File: src/logic/jps_defines.svh
// Constants for the test port with public instructions and security lockout
`ifndef JPS_DEFINES_SVH
`define JPS_DEFINES_SVH

// ============================================================
// Widths
`define JPS_IR_W      5
`define JPS_ID_W      32
`define JPS_BSC_W     8
`define JPS_ADDR_W    8

// ============================================================
// Instruction opcodes
`define JPS_OP_IDCODE  5'h01
`define JPS_OP_SAMPLE  5'h02
`define JPS_OP_EXTEST  5'h03
`define JPS_OP_INTEST  5'h04
`define JPS_OP_CLAMP   5'h06
`define JPS_OP_CORERST 5'h0C
`define JPS_OP_ERASE   5'h0F
`define JPS_OP_NEXUS   5'h10
`define JPS_OP_WORD    5'h11
`define JPS_OP_BLOCK   5'h12
`define JPS_OP_CANCEL  5'h13
`define JPS_OP_MSERV   5'h14
`define JPS_OP_SIZED   5'h15
`define JPS_OP_SYNC    5'h17
`define JPS_OP_HALT    5'h1C
`define JPS_OP_BYPASS  5'h1F

// ============================================================
// Instruction capture patterns and fields
`define JPS_IR_FIXED   2'h1
`define JPS_IR_PUBLIC  5'h01
`define JPS_IRB_BUSY   2
`define JPS_IRB_ERR    3
`define JPS_IRB_PROT   4

// ============================================================
// Identification value fields (values are arbitrary)
`define JPS_ID_VER     4'h1
`define JPS_ID_PART    16'h5A3C
`define JPS_ID_MFR     11'h123
`define JPS_ID_LSB     1'h1

// ============================================================
// Register map
`define JPS_REG_CTRL   8'h00
`define JPS_REG_STAT   8'h04
`define JPS_REG_ID     8'h08
`define JPS_CTRL_PROT  0
`define JPS_STAT_TAP   0
`define JPS_STAT_IR    4
`define JPS_STAT_SEC   9
`define JPS_STAT_LOCK  10

`endif

File: src/logic/jps_pkg.sv
// Types for the test port with public instructions and security lockout
package jps_pkg;

  typedef enum logic [3:0] {
    JPS_TLR    = 4'b0000,
    JPS_RTI    = 4'b0001,
    JPS_SELDR  = 4'b0010,
    JPS_CAPDR  = 4'b0011,
    JPS_SHDR   = 4'b0100,
    JPS_EX1DR  = 4'b0101,
    JPS_PAUSDR = 4'b0110,
    JPS_EX2DR  = 4'b0111,
    JPS_UPDDR  = 4'b1000,
    JPS_SELIR  = 4'b1001,
    JPS_CAPIR  = 4'b1010,
    JPS_SHIR   = 4'b1011,
    JPS_EX1IR  = 4'b1100,
    JPS_PAUSIR = 4'b1101,
    JPS_EX2IR  = 4'b1110,
    JPS_UPDIR  = 4'b1111
  } jps_tap_e;

  typedef enum logic [1:0] {
    JPS_DR_BYP = 2'b00,
    JPS_DR_ID  = 2'b01,
    JPS_DR_BSC = 2'b10
  } jps_dr_e;

endpackage

File: src/logic/jps_top.sv
// Test access port: public instructions, boundary chain, security lockout
//
// Design decisions made here: the register offsets and the APB interface to the registers.
`timescale 1ns/1ps
`include "jps_defines.svh"

module jps_top
  import jps_pkg::*;
(
  input  wire logic                   pclk,        // System clock
  input  wire logic                   presetn,     // Async reset, low
  input  wire logic                   pclken,      // Clock enable
  input  wire logic                   psel,        // APB select
  input  wire logic                   penable,     // APB enable
  input  wire logic                   pwrite,      // APB write
  input  wire logic [`JPS_ADDR_W-1:0] paddr,       // APB address
  input  wire logic [31:0]            pwdata,      // APB write data
  output logic      [31:0]            prdata,      // APB read data
  output logic                        pready,      // APB ready
  output logic                        pslverr,     // APB error
  input  wire logic                   tck,         // Test clock pin
  input  wire logic                   tms,         // Test mode pin
  input  wire logic                   tdi,         // Test data in pin
  output logic                        tdo,         // Test data out
  output logic                        tdo_oe,      // Test data out enable
  input  wire logic [`JPS_BSC_W-1:0]  pad_in,      // Pin levels
  output logic      [`JPS_BSC_W-1:0]  pad_out,     // Pin drive values
  input  wire logic [`JPS_BSC_W-1:0]  core_out,    // Core logic outputs
  output logic      [`JPS_BSC_W-1:0]  core_in,     // Core logic inputs
  input  wire logic                   fuse_set,    // Security fuse programmed
  input  wire logic                   flash_rst,   // Flash static reset
  input  wire logic                   sab_busy,    // Service bus busy
  input  wire logic                   sab_error,   // Service bus error
  output logic                        access_lock, // Access restricted
  output logic                        erase_req    // Chip erase pulse
);

  // ============================================================
  // Synchronisers for pins
  logic [2:0]            tck_s;
  logic [1:0]            tms_s;
  logic [1:0]            tdi_s;
  logic [`JPS_BSC_W-1:0] pad_s1;
  logic [`JPS_BSC_W-1:0] pad_s2;
  logic                  tck_rise;
  logic                  tck_fall;

  always_ff @(posedge pclk or negedge presetn) begin
    if (!presetn) begin
      tck_s  <= 3'h0;
      tms_s  <= 2'h3;
      tdi_s  <= 2'h0;
      pad_s1 <= '0;
      pad_s2 <= '0;
    end else if (pclken) begin
      tck_s  <= {tck_s[1:0], tck};
      tms_s  <= {tms_s[0], tms};
      tdi_s  <= {tdi_s[0], tdi};
      pad_s1 <= pad_in;
      pad_s2 <= pad_s1;
    end
  end

  // Edges seen one stage late so the data pins are aligned with them
  assign tck_rise = tck_s[1] & ~tck_s[2];
  assign tck_fall = ~tck_s[1] & tck_s[2];

  // ============================================================
  // Controller state machine
  jps_tap_e tap;
  jps_tap_e next_tap;
  logic     m;

  always_comb begin
    m = tms_s[1];
    case (tap)
      JPS_TLR:    next_tap = m ? JPS_TLR   : JPS_RTI;
      JPS_RTI:    next_tap = m ? JPS_SELDR : JPS_RTI;
      JPS_SELDR:  next_tap = m ? JPS_SELIR : JPS_CAPDR;
      JPS_CAPDR:  next_tap = m ? JPS_EX1DR : JPS_SHDR;
      JPS_SHDR:   next_tap = m ? JPS_EX1DR : JPS_SHDR;
      JPS_EX1DR:  next_tap = m ? JPS_UPDDR : JPS_PAUSDR;
      JPS_PAUSDR: next_tap = m ? JPS_EX2DR : JPS_PAUSDR;
      JPS_EX2DR:  next_tap = m ? JPS_UPDDR : JPS_SHDR;
      JPS_UPDDR:  next_tap = m ? JPS_SELDR : JPS_RTI;
      JPS_SELIR:  next_tap = m ? JPS_TLR   : JPS_CAPIR;
      JPS_CAPIR:  next_tap = m ? JPS_EX1IR : JPS_SHIR;
      JPS_SHIR:   next_tap = m ? JPS_EX1IR : JPS_SHIR;
      JPS_EX1IR:  next_tap = m ? JPS_UPDIR : JPS_PAUSIR;
      JPS_PAUSIR: next_tap = m ? JPS_EX2IR : JPS_PAUSIR;
      JPS_EX2IR:  next_tap = m ? JPS_UPDIR : JPS_SHIR;
      JPS_UPDIR:  next_tap = m ? JPS_SELDR : JPS_RTI;
      default:    next_tap = JPS_TLR;
    endcase
  end

  always_ff @(posedge pclk or negedge presetn) begin
    if (!presetn) begin
      tap <= JPS_TLR;
    end else if (pclken && tck_rise) begin
      tap <= next_tap;
    end
  end

  // ============================================================
  // Instruction register and decode
  logic [`JPS_IR_W-1:0] ir;
  logic [`JPS_IR_W-1:0] ir_sh;
  logic                 priv;
  logic                 secure;
  logic                 prot_en;
  jps_dr_e              dr_sel;
  logic                 drive_bs;

  always_comb begin
    case (ir)
      `JPS_OP_CORERST, `JPS_OP_ERASE, `JPS_OP_NEXUS, `JPS_OP_WORD,
      `JPS_OP_BLOCK, `JPS_OP_CANCEL, `JPS_OP_MSERV, `JPS_OP_SIZED,
      `JPS_OP_SYNC, `JPS_OP_HALT: priv = 1'b1;
      default:                   priv = 1'b0;
    endcase
  end

  // Undefined and private opcodes land on the bypass bit here
  always_comb begin
    case (ir)
      `JPS_OP_IDCODE: dr_sel = JPS_DR_ID;
      `JPS_OP_SAMPLE,
      `JPS_OP_EXTEST,
      `JPS_OP_INTEST: dr_sel = JPS_DR_BSC;
      default:        dr_sel = JPS_DR_BYP;
    endcase
  end

  assign drive_bs = (ir == `JPS_OP_EXTEST) || (ir == `JPS_OP_INTEST) ||
                    (ir == `JPS_OP_CLAMP);
  assign secure   = fuse_set | flash_rst;

  always_ff @(posedge pclk or negedge presetn) begin
    if (!presetn) begin
      ir    <= `JPS_OP_IDCODE;
      ir_sh <= `JPS_IR_PUBLIC;
    end else if (pclken && tck_rise) begin
      case (tap)
        JPS_TLR: ir <= `JPS_OP_IDCODE;
        JPS_CAPIR: begin
          if (priv) begin
            // Status pattern: protect, error, busy, then fixed 0 and 1
            ir_sh <= {prot_en & secure, sab_error, sab_busy,
                      `JPS_IR_FIXED};
          end else begin
            ir_sh <= `JPS_IR_PUBLIC;
          end
        end
        JPS_SHIR: ir_sh <= {tdi_s[1], ir_sh[`JPS_IR_W-1:1]};
        JPS_UPDIR: ir <= ir_sh;
        default: ir <= ir;
      endcase
    end
  end

  // ============================================================
  // Data register chains
  logic [`JPS_ID_W-1:0]  dr_sh;
  logic [`JPS_BSC_W-1:0] bs_upd;
  logic [`JPS_ID_W-1:0]  id_val;

  assign id_val = {`JPS_ID_VER, `JPS_ID_PART, `JPS_ID_MFR, `JPS_ID_LSB};

  always_ff @(posedge pclk or negedge presetn) begin
    if (!presetn) begin
      dr_sh <= '0;
    end else if (pclken && tck_rise) begin
      if (tap == JPS_CAPDR) begin
        case (dr_sel)
          JPS_DR_ID:  dr_sh <= id_val;
          JPS_DR_BSC: begin
            if (ir == `JPS_OP_INTEST) begin
              dr_sh[`JPS_BSC_W-1:0] <= core_out;
            end else begin
              dr_sh[`JPS_BSC_W-1:0] <= pad_s2;
            end
          end
          default:    dr_sh[0] <= 1'b0;
        endcase
      end else if (tap == JPS_SHDR) begin
        // Partial scans simply leave the tail bits where they were
        case (dr_sel)
          JPS_DR_ID:  dr_sh <= {tdi_s[1], dr_sh[`JPS_ID_W-1:1]};
          JPS_DR_BSC: dr_sh[`JPS_BSC_W-1:0] <=
                        {tdi_s[1], dr_sh[`JPS_BSC_W-1:1]};
          default:    dr_sh[0] <= tdi_s[1];
        endcase
      end
    end
  end

  // Preload leaves the update latch alone so the pins never glitch
  always_ff @(posedge pclk or negedge presetn) begin
    if (!presetn) begin
      bs_upd <= '0;
    end else if (pclken && tck_rise && tap == JPS_UPDDR &&
                 (ir == `JPS_OP_EXTEST || ir == `JPS_OP_INTEST)) begin
      bs_upd <= dr_sh[`JPS_BSC_W-1:0];
    end
  end

  // ============================================================
  // Pin and core multiplexing, one cell per bit
  genvar gi;
  generate
    for (gi = 0; gi < `JPS_BSC_W; gi = gi + 1) begin : g_cell
      always_ff @(posedge pclk or negedge presetn) begin
        if (!presetn) begin
          pad_out[gi] <= 1'b0;
          core_in[gi] <= 1'b0;
        end else if (pclken) begin
          pad_out[gi] <= drive_bs ? bs_upd[gi] : core_out[gi];
          core_in[gi] <= (ir == `JPS_OP_INTEST) ? bs_upd[gi]
                                                : pad_s2[gi];
        end
      end
    end
  endgenerate

  // ============================================================
  // Test data out, changed on falling test clock
  always_ff @(posedge pclk or negedge presetn) begin
    if (!presetn) begin
      tdo    <= 1'b0;
      tdo_oe <= 1'b0;
    end else if (pclken && tck_fall) begin
      tdo    <= (tap == JPS_SHIR) ? ir_sh[0] : dr_sh[0];
      tdo_oe <= (tap == JPS_SHIR) || (tap == JPS_SHDR);
    end
  end

  // ============================================================
  // Security lockout and erase request
  always_ff @(posedge pclk or negedge presetn) begin
    if (!presetn) begin
      access_lock <= 1'b1;
    end else if (pclken) begin
      // Follows the fuse or flash reset, so erase clearing them reopens access
      access_lock <= secure;
    end
  end

  always_ff @(posedge pclk or negedge presetn) begin
    if (!presetn) begin
      erase_req <= 1'b0;
    end else if (pclken) begin
      erase_req <= tck_rise && tap == JPS_UPDIR &&
                   ir_sh == `JPS_OP_ERASE;
    end
  end

  // ============================================================
  // APB slave, one wait state
  logic acc;
  logic hit;

  assign acc = psel & penable & ~pready;
  assign hit = (paddr == `JPS_REG_CTRL) || (paddr == `JPS_REG_STAT) ||
               (paddr == `JPS_REG_ID);

  always_ff @(posedge pclk or negedge presetn) begin
    if (!presetn) begin
      pready  <= 1'b0;
      pslverr <= 1'b0;
      prdata  <= 32'h0;
    end else if (pclken) begin
      pready  <= acc;
      pslverr <= acc & ~hit;
      prdata  <= 32'h0;
      if (acc && !pwrite) begin
        case (paddr)
          `JPS_REG_CTRL: prdata[`JPS_CTRL_PROT] <= prot_en;
          `JPS_REG_STAT: begin
            prdata[`JPS_STAT_TAP +: $bits(tap)] <= tap;
            prdata[`JPS_STAT_IR +: `JPS_IR_W]  <= ir;
            prdata[`JPS_STAT_SEC]              <= secure;
            prdata[`JPS_STAT_LOCK]             <= access_lock;
          end
          `JPS_REG_ID:   prdata <= id_val;
          default:       prdata <= 32'h0;
        endcase
      end
    end
  end

  always_ff @(posedge pclk or negedge presetn) begin
    if (!presetn) begin
      prot_en <= 1'b0;
    end else if (pclken && acc && pwrite && paddr == `JPS_REG_CTRL) begin
      prot_en <= pwdata[`JPS_CTRL_PROT];
    end
  end

  // ============================================================
  // Checks
  a_ir_reset: assert property (@(posedge pclk) disable iff (!presetn)
    (pclken && tck_rise && tap == JPS_TLR) |=> ir == `JPS_OP_IDCODE)
    else $error("instruction not identification after reset state");

  a_lock_set: assert property (@(posedge pclk) disable iff (!presetn)
    (pclken && (fuse_set || flash_rst)) |=> access_lock)
    else $error("access not restricted while secured");

  a_lock_clear: assert property (@(posedge pclk) disable iff (!presetn)
    (presetn && pclken && !fuse_set && !flash_rst) |=> !access_lock)
    else $error("access still restricted after fuse cleared");

  a_byp_capture: assert property (@(posedge pclk) disable iff (!presetn)
    (pclken && tck_rise && tap == JPS_CAPDR && dr_sel == JPS_DR_BYP)
    |=> dr_sh[0] == 1'b0)
    else $error("bypass bit not zero after capture");

  a_id_capture: assert property (@(posedge pclk) disable iff (!presetn)
    (pclken && tck_rise && tap == JPS_CAPDR && dr_sel == JPS_DR_ID)
    |=> dr_sh == id_val)
    else $error("identification value not captured");

  a_id_shift: assert property (@(posedge pclk) disable iff (!presetn)
    (pclken && tck_rise && tap == JPS_SHDR && dr_sel == JPS_DR_ID)
    |=> dr_sh[`JPS_ID_W-2:0] == $past(dr_sh[`JPS_ID_W-1:1]))
    else $error("identification chain not shifted toward bit zero");

  a_ir_status: assert property (@(posedge pclk) disable iff (!presetn)
    (pclken && tck_rise && tap == JPS_CAPIR && priv)
    |=> ir_sh[1:0] == `JPS_IR_FIXED && ir_sh[`JPS_IRB_BUSY] == $past(sab_busy)
        && ir_sh[`JPS_IRB_ERR] == $past(sab_error))
    else $error("private status pattern wrong");

  a_pin_drive: assert property (@(posedge pclk) disable iff (!presetn)
    (pclken && drive_bs) ##1 pclken |-> pad_out == $past(bs_upd))
    else $error("pins not driven from chain latch");

  a_core_feed: assert property (@(posedge pclk) disable iff (!presetn)
    (pclken && ir == `JPS_OP_INTEST) |=> core_in == $past(bs_upd))
    else $error("core inputs not fed from chain latch");

endmodule

File: config.mk
export PLATFORM = sky130hd
export DESIGN_NAME = jps_top
export DESIGN_NICKNAME = d
export VERILOG_FILES = /design/src/logic/jps_pkg.sv /design/src/logic/jps_top.sv
export VERILOG_INCLUDE_DIRS = /design/src /design/src/logic
export SDC_FILE = /design/constraint.sdc
export NUM_CORES = 1
export LEC_CHECK = 0
export ABC_AREA = 1
export BUFFER_PORTS_ARGS = -buffer_cell sky130_fd_sc_hd__buf_2
export CAP_MARGIN = 20
export CORE_ASPECT_RATIO = 1.75
export CORE_MARGIN = 4
export CORE_UTILIZATION = 28
export DETAILED_ROUTE_END_ITERATION = 6
export HOLD_SLACK_MARGIN = 0.03
export PLACE_DENSITY = 0.49
export SYNTH_ARGS = -nofsm -noshare
export SYNTH_HDL_FRONTEND = slang
export SYNTH_SLANG_ARGS = --single-unit
File: constraint.sdc
create_clock -name pclk -period 3.3 [get_ports pclk]
set_clock_uncertainty 0.2 [all_clocks]
set_input_delay 0.66 -clock pclk [delete_from_list [all_inputs] [get_ports pclk]]
set_output_delay 0.66 -clock pclk [all_outputs]
set_load 0.1 [all_outputs]
==> impl_metrics.toml, run 1 <==
[status]
run_status = "complete, no violations"

[logic_synthesis]
yosysWarningCount = 0
syn_area_per_cell_um2 = 7.90
synth_simple_gate_area_share_pct = 31.9
post_synth_xor_area_fraction_pct = 0
syn_inst = 712
synth-seq-area-share_pct = 50.0
synthAdderAreaFrac_pct = 1.34
ys_types = 36
syn_area_um2 = 5620
synth_top_family_by_area = "simple AND/OR/NAND/NOR gates"
synth_mux_area_share_pct = 0
synth_compound_area_share_pct = 6.94
ys_seq_elements = 112

[timing]
drv_slew = 0
period_share_pct = 81.6
fin_setup_tns_ps = 0
hold_viol = 0
tightest_slew_ps = 681
rsz0062_at_grt = "no"
fmax_mhz = 372
maxSlewHeadroom_pct = 54.5
setup_violations = 0
finalCriticalPeriod_ps = 2690

[clock_network]
post_cts_buffers = 0
clockBufferDepth = 2
root_buffer = "clkbuf_16"
cts_max_level = 3
clock_sinks = 112
cts_tree = "built"
clk_pin_slew_ps = 80
insertion_delay_ps = 360
cts_resized = 0
numCtsBuffers = 9
holdBufCountCts = 0

[drt]
first_iter_violations = 265
via_count = 4645
vias_per_cell = 4.52
first_pass_iters = 4
drc = 0
wl_um = 14800
postRouteAntennaNets = 0
wl_per_cell_um = 14.4

[setup_path]
worst_setup_path_start_kind = "register"
critPathLaunch = "ir[0]$_DFFE_PN1P_"
arrival_ps = 2740
r2r_start = "ir[0]$_DFFE_PN1P_"
max_stage_delay_ps = 580
worst-setup-path-type = "reg2reg"
crit_required_ps = 3350
cp_slowest_cell = "dfstp_2"
cp-end-kind = "register"
path_max_fanout = 25
crit_path_frequent_cell = "nand2_1"
crit_chain = "inv_1 > ha_1 > nand2_1 > inv_1 > nand2_1 > nand2_2 > a31oi_1 > ha_1 > inv_1 > nor2_8 > inv_4 > nand2_1 > nand2_1"

[grt]
overflow = 0
antenna_found_initial = 0
grt_pass1_vias = 4670
grt_max_degree = 52
track_usage_pct = 13.7
grt_pass1_wl_um = 24200

[floorplan]
initial_utilization_pct = 28.5
rows = 68
die_y_um = 195
core_area_um2 = 19700
die-area_um2 = 22500
die_w_um = 115
ios = 123

[placement]
numPortBuffers = 79
dp_hpwl_um = 11100
routabilityCongestion = 0.841
place_area_um2 = 6150

[finish]
final_area_um2 = 6450
num_antenna_cells = 0
fillers = 2120
area_growth_pct = 14.8
drive_gt1_share_pct = 18.1
finalNetCount = 853

[min_path]
min_path_type = "in2async"

[pwr]
seq_power_share_pct = 38.0
leakage_nw = 3.49
clkPwrFrac_pct = 24.9
power_mw = 4.60
combPwrFrac_pct = 37.1
power_density_nw_per_um2 = 712
ir_worst_vdd_v = 0.000437
swShare_pct = 44.2
switchingPower_mw = 2.03
p_int_mw = 2.56

[flow_run]
drv_cap = 0
worst paths after layout:
check / end / slack (ps) / cells past startpoint
min: prdata[8]$_DFFE_PN0P_ / 110 / 1
max: dr_sh[27]$_DFFE_PN0P_ / 610 / 13
max reg2reg: dr_sh[27]$_DFFE_PN0P_ / 610 / 13
max in group asynchronous: tms_s[0]$_DFFE_PN1P_ / 2080 / 2
min in group pclk: tms_s[0]$_DFFE_PN1P_ / 270 / 2
min reg2reg: tms_s[0]$_DFFE_PN1P_ / 270 / 2
sequential cells by signal (all words and copies together) (netlist names), 2 cells and up:
signal / count
tck_s: 3
ir_sh: 5
ir: 5
prdata: 12
core_in: 8
bs_upd: 8
tap: 4
pad_s1: 8
tdi_s: 2
dr_sh: 32
pad_out: 8
pad_s2: 8
tms_s: 2
logic make-up after synthesis:
| kind of cell | Yosys count |
|---|---|
| buf+inv | 111 |
| fa+ha+maj | 6 |
| compound gates | 65 |
| other cells | 1 |
| flops | 112 |
| simple gates | 417 |
power by group through the flow:
stage	Combinational, mW	Sequential, mW	Clock [mW]
2_1_floorplan	0.903	2.22	0
3_3_place_gp	1.72	1.77	0
3_5_place_dp	1.72	1.77	0
4_1_cts	1.73	1.75	1.18
5_1_grt	1.87	1.77	1.23
6_report	1.71	1.75	1.15
cell type report:
class / count / area (um2) / share of cell area, %
clock buffers: 11 / 243 / 3.76
clock inverters: 5 / 61.3 / 0.950
inverters: 67 / 254 / 3.94
multi-input cells: 500 / 2300 / 35.7
flip-flops and latches: 112 / 2810 / 43.5
well taps: 245 / 307 / 4.75
repair buffers: 88 / 478 / 7.41
per-stage QoR:
step | worst slack [ps] | hold WS (ps) | util, % | instances
floorplan | 904 | 164 | - | 723
global placement | 633 | 250 | 31.2 | 1012
detailed placement | 611 | 255 | 31.2 | 1012
CTS | 592 | 138 | 32.7 | 1028
global route | 354 | 157 | 32.7 | 1028
finish | 608 | 109 | 32.7 | 1028
worst max-delay path: cells and delay by family, from the launching register on:
| family | cells | cell delay (ps) |
|---|---|---|
| AND/OR/NAND/NOR | 6 | 740 |
| flip-flops | 1 | 580 |
| adder cells (fa/ha/maj) | 2 | 420 |
| buffers and inverters | 4 | 410 |
| AO/OA/AOI/OAI | 1 | 220 |
layout by cell type (no fill, tap or decap), types with 2 or more instances in the layout:
master and instances:
nand2_1 283, dfrtp_1 107, buf_2 78, inv_1 61, nand3_1 59, nor2_1 42, o21ai_0 28, conb_1 12
a31oi_1 11, nand4_1 10, a21oi_1 9, clkbuf_16 9, buf_4 9, o21ai_2 8, ha_1 6, nand2_2 5
inv_2 5, nor2_4 5, dfstp_2 5, nor2_2 3, o22ai_1 3, nand3_2 2, nand3b_1 2, nor3_1 2
o211ai_1 2, inv_6 2
per-layer routing:
layer,vias up,global-route usage [%],routed length [um]
li1,2348,-,-
met1,2196,15.0,5740
met2,82,25.6,8190
met3,19,2.67,566
met4,0,4.48,311
met5,-,0,0
synth_stat cells (all sizes together):
cell       n  area share (%)
o22ai      3            0.33
a21oi     10            0.96
nor2      51             4.5
ha         6             1.3
o31ai      1            0.13
nand4     11             1.5
o21ai     36             3.7
nand2    289              20
dfstp      5             2.3
buf       34             4.7
nor3       3            0.36
dfrtp    107              48
a31oi     11             1.2
inv       67             4.5
nand3     61             5.6
clkbuf    10            0.67
o211ai     2            0.27
o21bai     1            0.13
conb       1           0.067
o2bb2ai    1            0.16
nand3b     2            0.27
No activity file was read; power rests on OpenSTA's default activity.
==> run 2: changes to the inputs <==
Clock period 3.3 ns to 2.65 ns, I/O delays scaled along.
==> run 2 against run 1 <==
- global-route usage shrank 0.092 points
- die area unchanged
- via count grew 1.4%
- non-clock buffer count increased by 11
- design area grew 1.6%
- sequential power grew 23%
- power increased by 24%
- critical endpoint is now dr_sh[2]$_DFFE_PN0P_
==> impl_metrics.toml, run 2 (synthesized netlist as in run 1, its figures left out) <==
[finish]
area_growth_pct = 16.6
final_util_pct = 33.2
fin_cells = 1039
finalNetCount = 864
num_antenna_cells = 0
drive_gt1_share_pct = 19.3
fillers = 2145
largest_reg_flops = 32
layout_common_cells = "nand2_1 (283), dfrtp_1 (107), buf_2 (78)"
final_common_cell = "nand2_1"
largest-register = "dr_sh"
reg_top3 = "dr_sh (32), prdata (12)"

[grt]
grt_max_degree = 50
track_usage_pct = 13.6
overflow = 0
grt_pass1_vias = 4696
grt_pass1_wl_um = 24000
antenna_found_initial = 0

[setup_path]
crit_required_ps = 2700
worstRegToRegCells = 14
worst_setup_path_start_kind = "register"
arrival_ps = 2470
reg2reg_slack_ps = 230
cp-end-kind = "register"
worst-setup-path-type = "reg2reg"
path_max_fanout = 7

[pwr]
power_density_nw_per_um2 = 867
ir_worst_vdd_v = 0.000529
leakage_nw = 3.54
power_mw = 5.68

[timing]
drv_slew = 0
finalCriticalPeriod_ps = 2420
period_share_pct = 91.4
maxSlewHeadroom_pct = 62.5
tightest_slew_ps = 562
setup_violations = 0
fmax_mhz = 413
fin_ws_ps = 229
hold_viol = 0

[placement]
routabilityCongestion = 0.916
place_inst = 1022
dpl_worst_slack_ps = 142
dp_hpwl_um = 10900
numPortBuffers = 79

[drt]
first_iter_violations = 280
wl_per_cell_um = 14.0
wl_um = 14600
via_count = 4710
first_pass_iters = 4
vias_per_cell = 4.53
postRouteAntennaNets = 0
drc = 0

[status]
run_status = "complete, no violations"

[floorplan]
ios = 123
initial_utilization_pct = 28.5
die-area_um2 = 22500
die_w_um = 115
rows = 68
core_area_um2 = 19700
die_y_um = 195

[flow_run]
drv_cap = 0

[clock_network]
clock_sinks = 112
root_buffer = "clkbuf_16"
cts_tree = "built"
insertion_delay_ps = 360
clockBufferDepth = 2
cts_max_level = 3
numCtsBuffers = 9
post_cts_buffers = 0
clk_pin_slew_ps = 80

[min_path]
holdPathStages = 3
min_path_type = "in2reg"
==> run 2: what timing repair did <==
action                                 in CTS  in global routing
gates resized for setup                     0                  3
endpoints found under the hold margin      16                  0
hold buffers                                1                  0
setup endpoints to repair                   0                 28
==> run 2: routing by layer <==
layer | vias up | global-route usage [%] | share of wire [%]
met1 | 2230 | 15.0 | 39
met4 | 0 | 4.40 | 1.8
met3 | 15 | 2.85 | 4.1
met2 | 94 | 25.2 | 55
li1 | 2371 | - | -
met5 | - | 0 | 0
==> run 2: cell type report <==
class | count | area, um2 | area share [%]
multi-input cells | 500 | 2320 | 35.4
repair buffers | 99 | 588 | 8.97
inverters | 67 | 254 | 3.88
clock inverters | 4 | 30.0 | 0.458
clock buffers | 12 | 246 | 3.76
well taps | 245 | 307 | 4.68
flip-flops and latches | 112 | 2810 | 42.9
==> run 2: critical path, stage by stage, from the launching register on <==
cell and delay (ps):
dfstp_2 400, inv_1 90, ha_1 170, nand2_1 80, inv_1 70, nand2_1 70
nand2_2 150, a31oi_4 50, inv_1 70, ha_1 160, inv_1 70, nor2_1 420
nand3_1 130, nand3_1 130, nand2_1 50
==> run 2: stage by stage <==
step / hold WS, ps / TNS, ps / area [um2]
6_report: 169 / 0 / 6550
4_1_cts: 159 / 0 / 6540
5_1_grt: 173 / -2.92 / 6550
3_3_place_gp: 232 / 0 / 6250
2_1_floorplan: 34.4 / 0 / 5660
3_5_place_dp: 233 / 0 / 6250
==> run 2: path summary, 6_finish.rpt <==
path | startpoint | endpoint
worst min register to register | tms_s[0]$_DFFE_PN1P_ | tms_s[0]$_DFFE_PN1P_
worst min-delay path | pad_in[3] | pad_s1[3]$_DFFE_PN0P_
worst max-delay path | ir[0]$_DFFE_PN1P_ | dr_sh[2]$_DFFE_PN0P_
min in group asynchronous | presetn | pad_out[5]$_DFFE_PN0P_
max in group asynchronous | presetn | tms_s[0]$_DFFE_PN1P_
worst max register to register | ir[0]$_DFFE_PN1P_ | dr_sh[2]$_DFFE_PN0P_
==> run 2: where the power goes <==
part,total (mW),switching [mW],internal (mW)
clock,1.31,0.640,0.668
combinational,2.21,1.68,0.533
sequential,2.16,0.210,1.95
==> run 3: changes to the inputs <==
Settings changed: PLACE_DENSITY 0.49 to 0.48.
==> run 3 against run 2 <==
- sequential cell count unchanged
- routed wire length rose by 1.1%
- count of clock-buffer cells in the layout fell by 1
- utilization fell by 0.17 points
- die area stayed put
- register-to-register slack worse by 80 ps
- combinational power is essentially flat
- hold slack better by 2.5 ps
- critical path depth shrank 1
- sequential share of layout area is 0.22 points higher
- global-route usage grew 0.055 points
- power decreased by 0.47%
- largest power group unchanged
==> impl_metrics.toml, run 3 (synthesized netlist as in run 1, its figures left out) <==
[finish]
area_growth_pct = 16.0
largest_reg_flops = 32
finalNetCount = 864
largest-register = "dr_sh"
num_antenna_cells = 0
fillers = 2136
reg_top3 = "dr_sh (32), prdata (12)"
drive_gt1_share_pct = 19.0
final_common_cell = "nand2_1"
layout_common_cells = "nand2_1 (283), dfrtp_1 (107), buf_2 (78)"

[clock_network]
cts_tree = "built"
holdBufCountCts = 1
clk_pin_slew_ps = 80
clockBufferDepth = 2
numCtsBuffers = 9
root_buffer = "clkbuf_16"
post_cts_buffers = 0
insertion_delay_ps = 360
cts_max_level = 3
cts_resized = 0
clock_sinks = 112

[grt]
grt_pass1_wl_um = 24100
overflow = 0
antenna_found_initial = 0
grt_max_degree = 49
track_usage_pct = 13.6
grt_pass1_vias = 4737

[floorplan]
core_area_um2 = 19700
die_w_um = 115
die_y_um = 195
initial_utilization_pct = 28.5
rows = 68
ios = 123
die-area_um2 = 22500

[setup_path]
worst_setup_path_start_kind = "register"
path_max_fanout = 19
cp-end-kind = "register"
worst-setup-path-type = "reg2reg"
crit_required_ps = 2740
arrival_ps = 2590

[pwr]
ir_worst_vdd_v = 0.000466
leakage_nw = 3.53
power_density_nw_per_um2 = 867

[timing]
finalCriticalPeriod_ps = 2500
period_share_pct = 94.3
tightest_slew_ps = 609
fmax_mhz = 400
maxSlewHeadroom_pct = 59.4
fin_setup_tns_ps = 0
setup_violations = 0
hold_viol = 0
whs_ps = 172
fin_ws_ps = 152
drv_slew = 0
rsz0062_at_grt = "no"

[drt]
wl_um = 14700
vias_per_cell = 4.53
first_iter_violations = 307
drc = 0
via_count = 4710
postRouteAntennaNets = 0
first_pass_iters = 5
wl_per_cell_um = 14.2

[min_path]
min_path_type = "in2reg"

[placement]
routabilityCongestion = 0.890
dpl_worst_slack_ps = 169
numPortBuffers = 79
dp_hpwl_um = 11100

[flow_run]
drv_cap = 0

[status]
run_status = "complete, no violations"
-- run 3: final timing paths --
check / startpoint / to / slack (ps) / cells past startpoint
setup / recovery: ir[0]$_DFFE_PN1P_ / dr_sh[21]$_DFFE_PN0P_ / 150 / 13
hold / removal: tms / tms_s[0]$_DFFE_PN1P_ / 170 / 3
setup reg to reg: ir[0]$_DFFE_PN1P_ / dr_sh[21]$_DFFE_PN0P_ / 150 / 13
hold reg to reg: tms_s[0]$_DFFE_PN1P_ / tms_s[0]$_DFFE_PN1P_ / 270 / 2
max in group asynchronous: presetn / tms_s[0]$_DFFE_PN1P_ / 1140 / 3
min in group asynchronous: presetn / ir[1]$_DFFE_PN0P_ / 410 / 2
-- run 3: worst max-delay path: stages (launching register included) --
cell     delay (ps)
dfstp_2         540
inv_1            60
ha_1            210
nand2_1          90
inv_1            50
nand2_1          80
nand2_2          90
a31oi_1         250
ha_1            230
inv_1           100
nor2_8          190
buf_12          170
o21ai_0          90
nand2_1          90
-- run 3: final cells by class --
cell class                      instances  area [um2]  share of cell area (%)
Clock inverter                          5        40.0                   0.614
Inverter                               67         254                    3.90
Tap cell                              245         307                    4.70
Multi-Input combinational cell        500        2300                    35.3
Sequential cell                       112        2810                    43.1
Timing Repair Buffer                   99         576                    8.83
Clock buffer                           11         233                    3.57
-- run 3: per-stage QoR --
step | instances | power [mW] | instance area [um2] | utilization (%)
floorplan | 723 | 3.88 | 5660 | -
global placement | 1022 | 4.40 | 6240 | 31.6
detailed placement | 1022 | 4.40 | 6240 | 31.6
CTS | 1039 | 5.73 | 6520 | 33.0
global route | 1039 | 6.01 | 6520 | 33.0
finish | 1039 | 5.65 | 6520 | 33.0
-- run 3: power breakdown --
| part | leakage [nW] | switching [mW] | total (mW) | internal (mW) |
|---|---|---|---|---|
| clock network | 0.134 | 0.659 | 1.31 | 0.649 |
| logic | 1.94 | 1.68 | 2.20 | 0.520 |
| registers | 1.46 | 0.198 | 2.15 | 1.95 |
| total | 3.53 | 2.53 | 5.65 | 3.12 |
-- run 3: per-layer routing --
layer / up-vias / share of wire [%] / track usage, %
li1: 2365 / - / -
met1: 2237 / 39 / 15.0
met2: 92 / 55 / 25.6
met3: 16 / 3.6 / 2.33
met4: 0 / 1.9 / 4.57
met5: - / 0 / 0
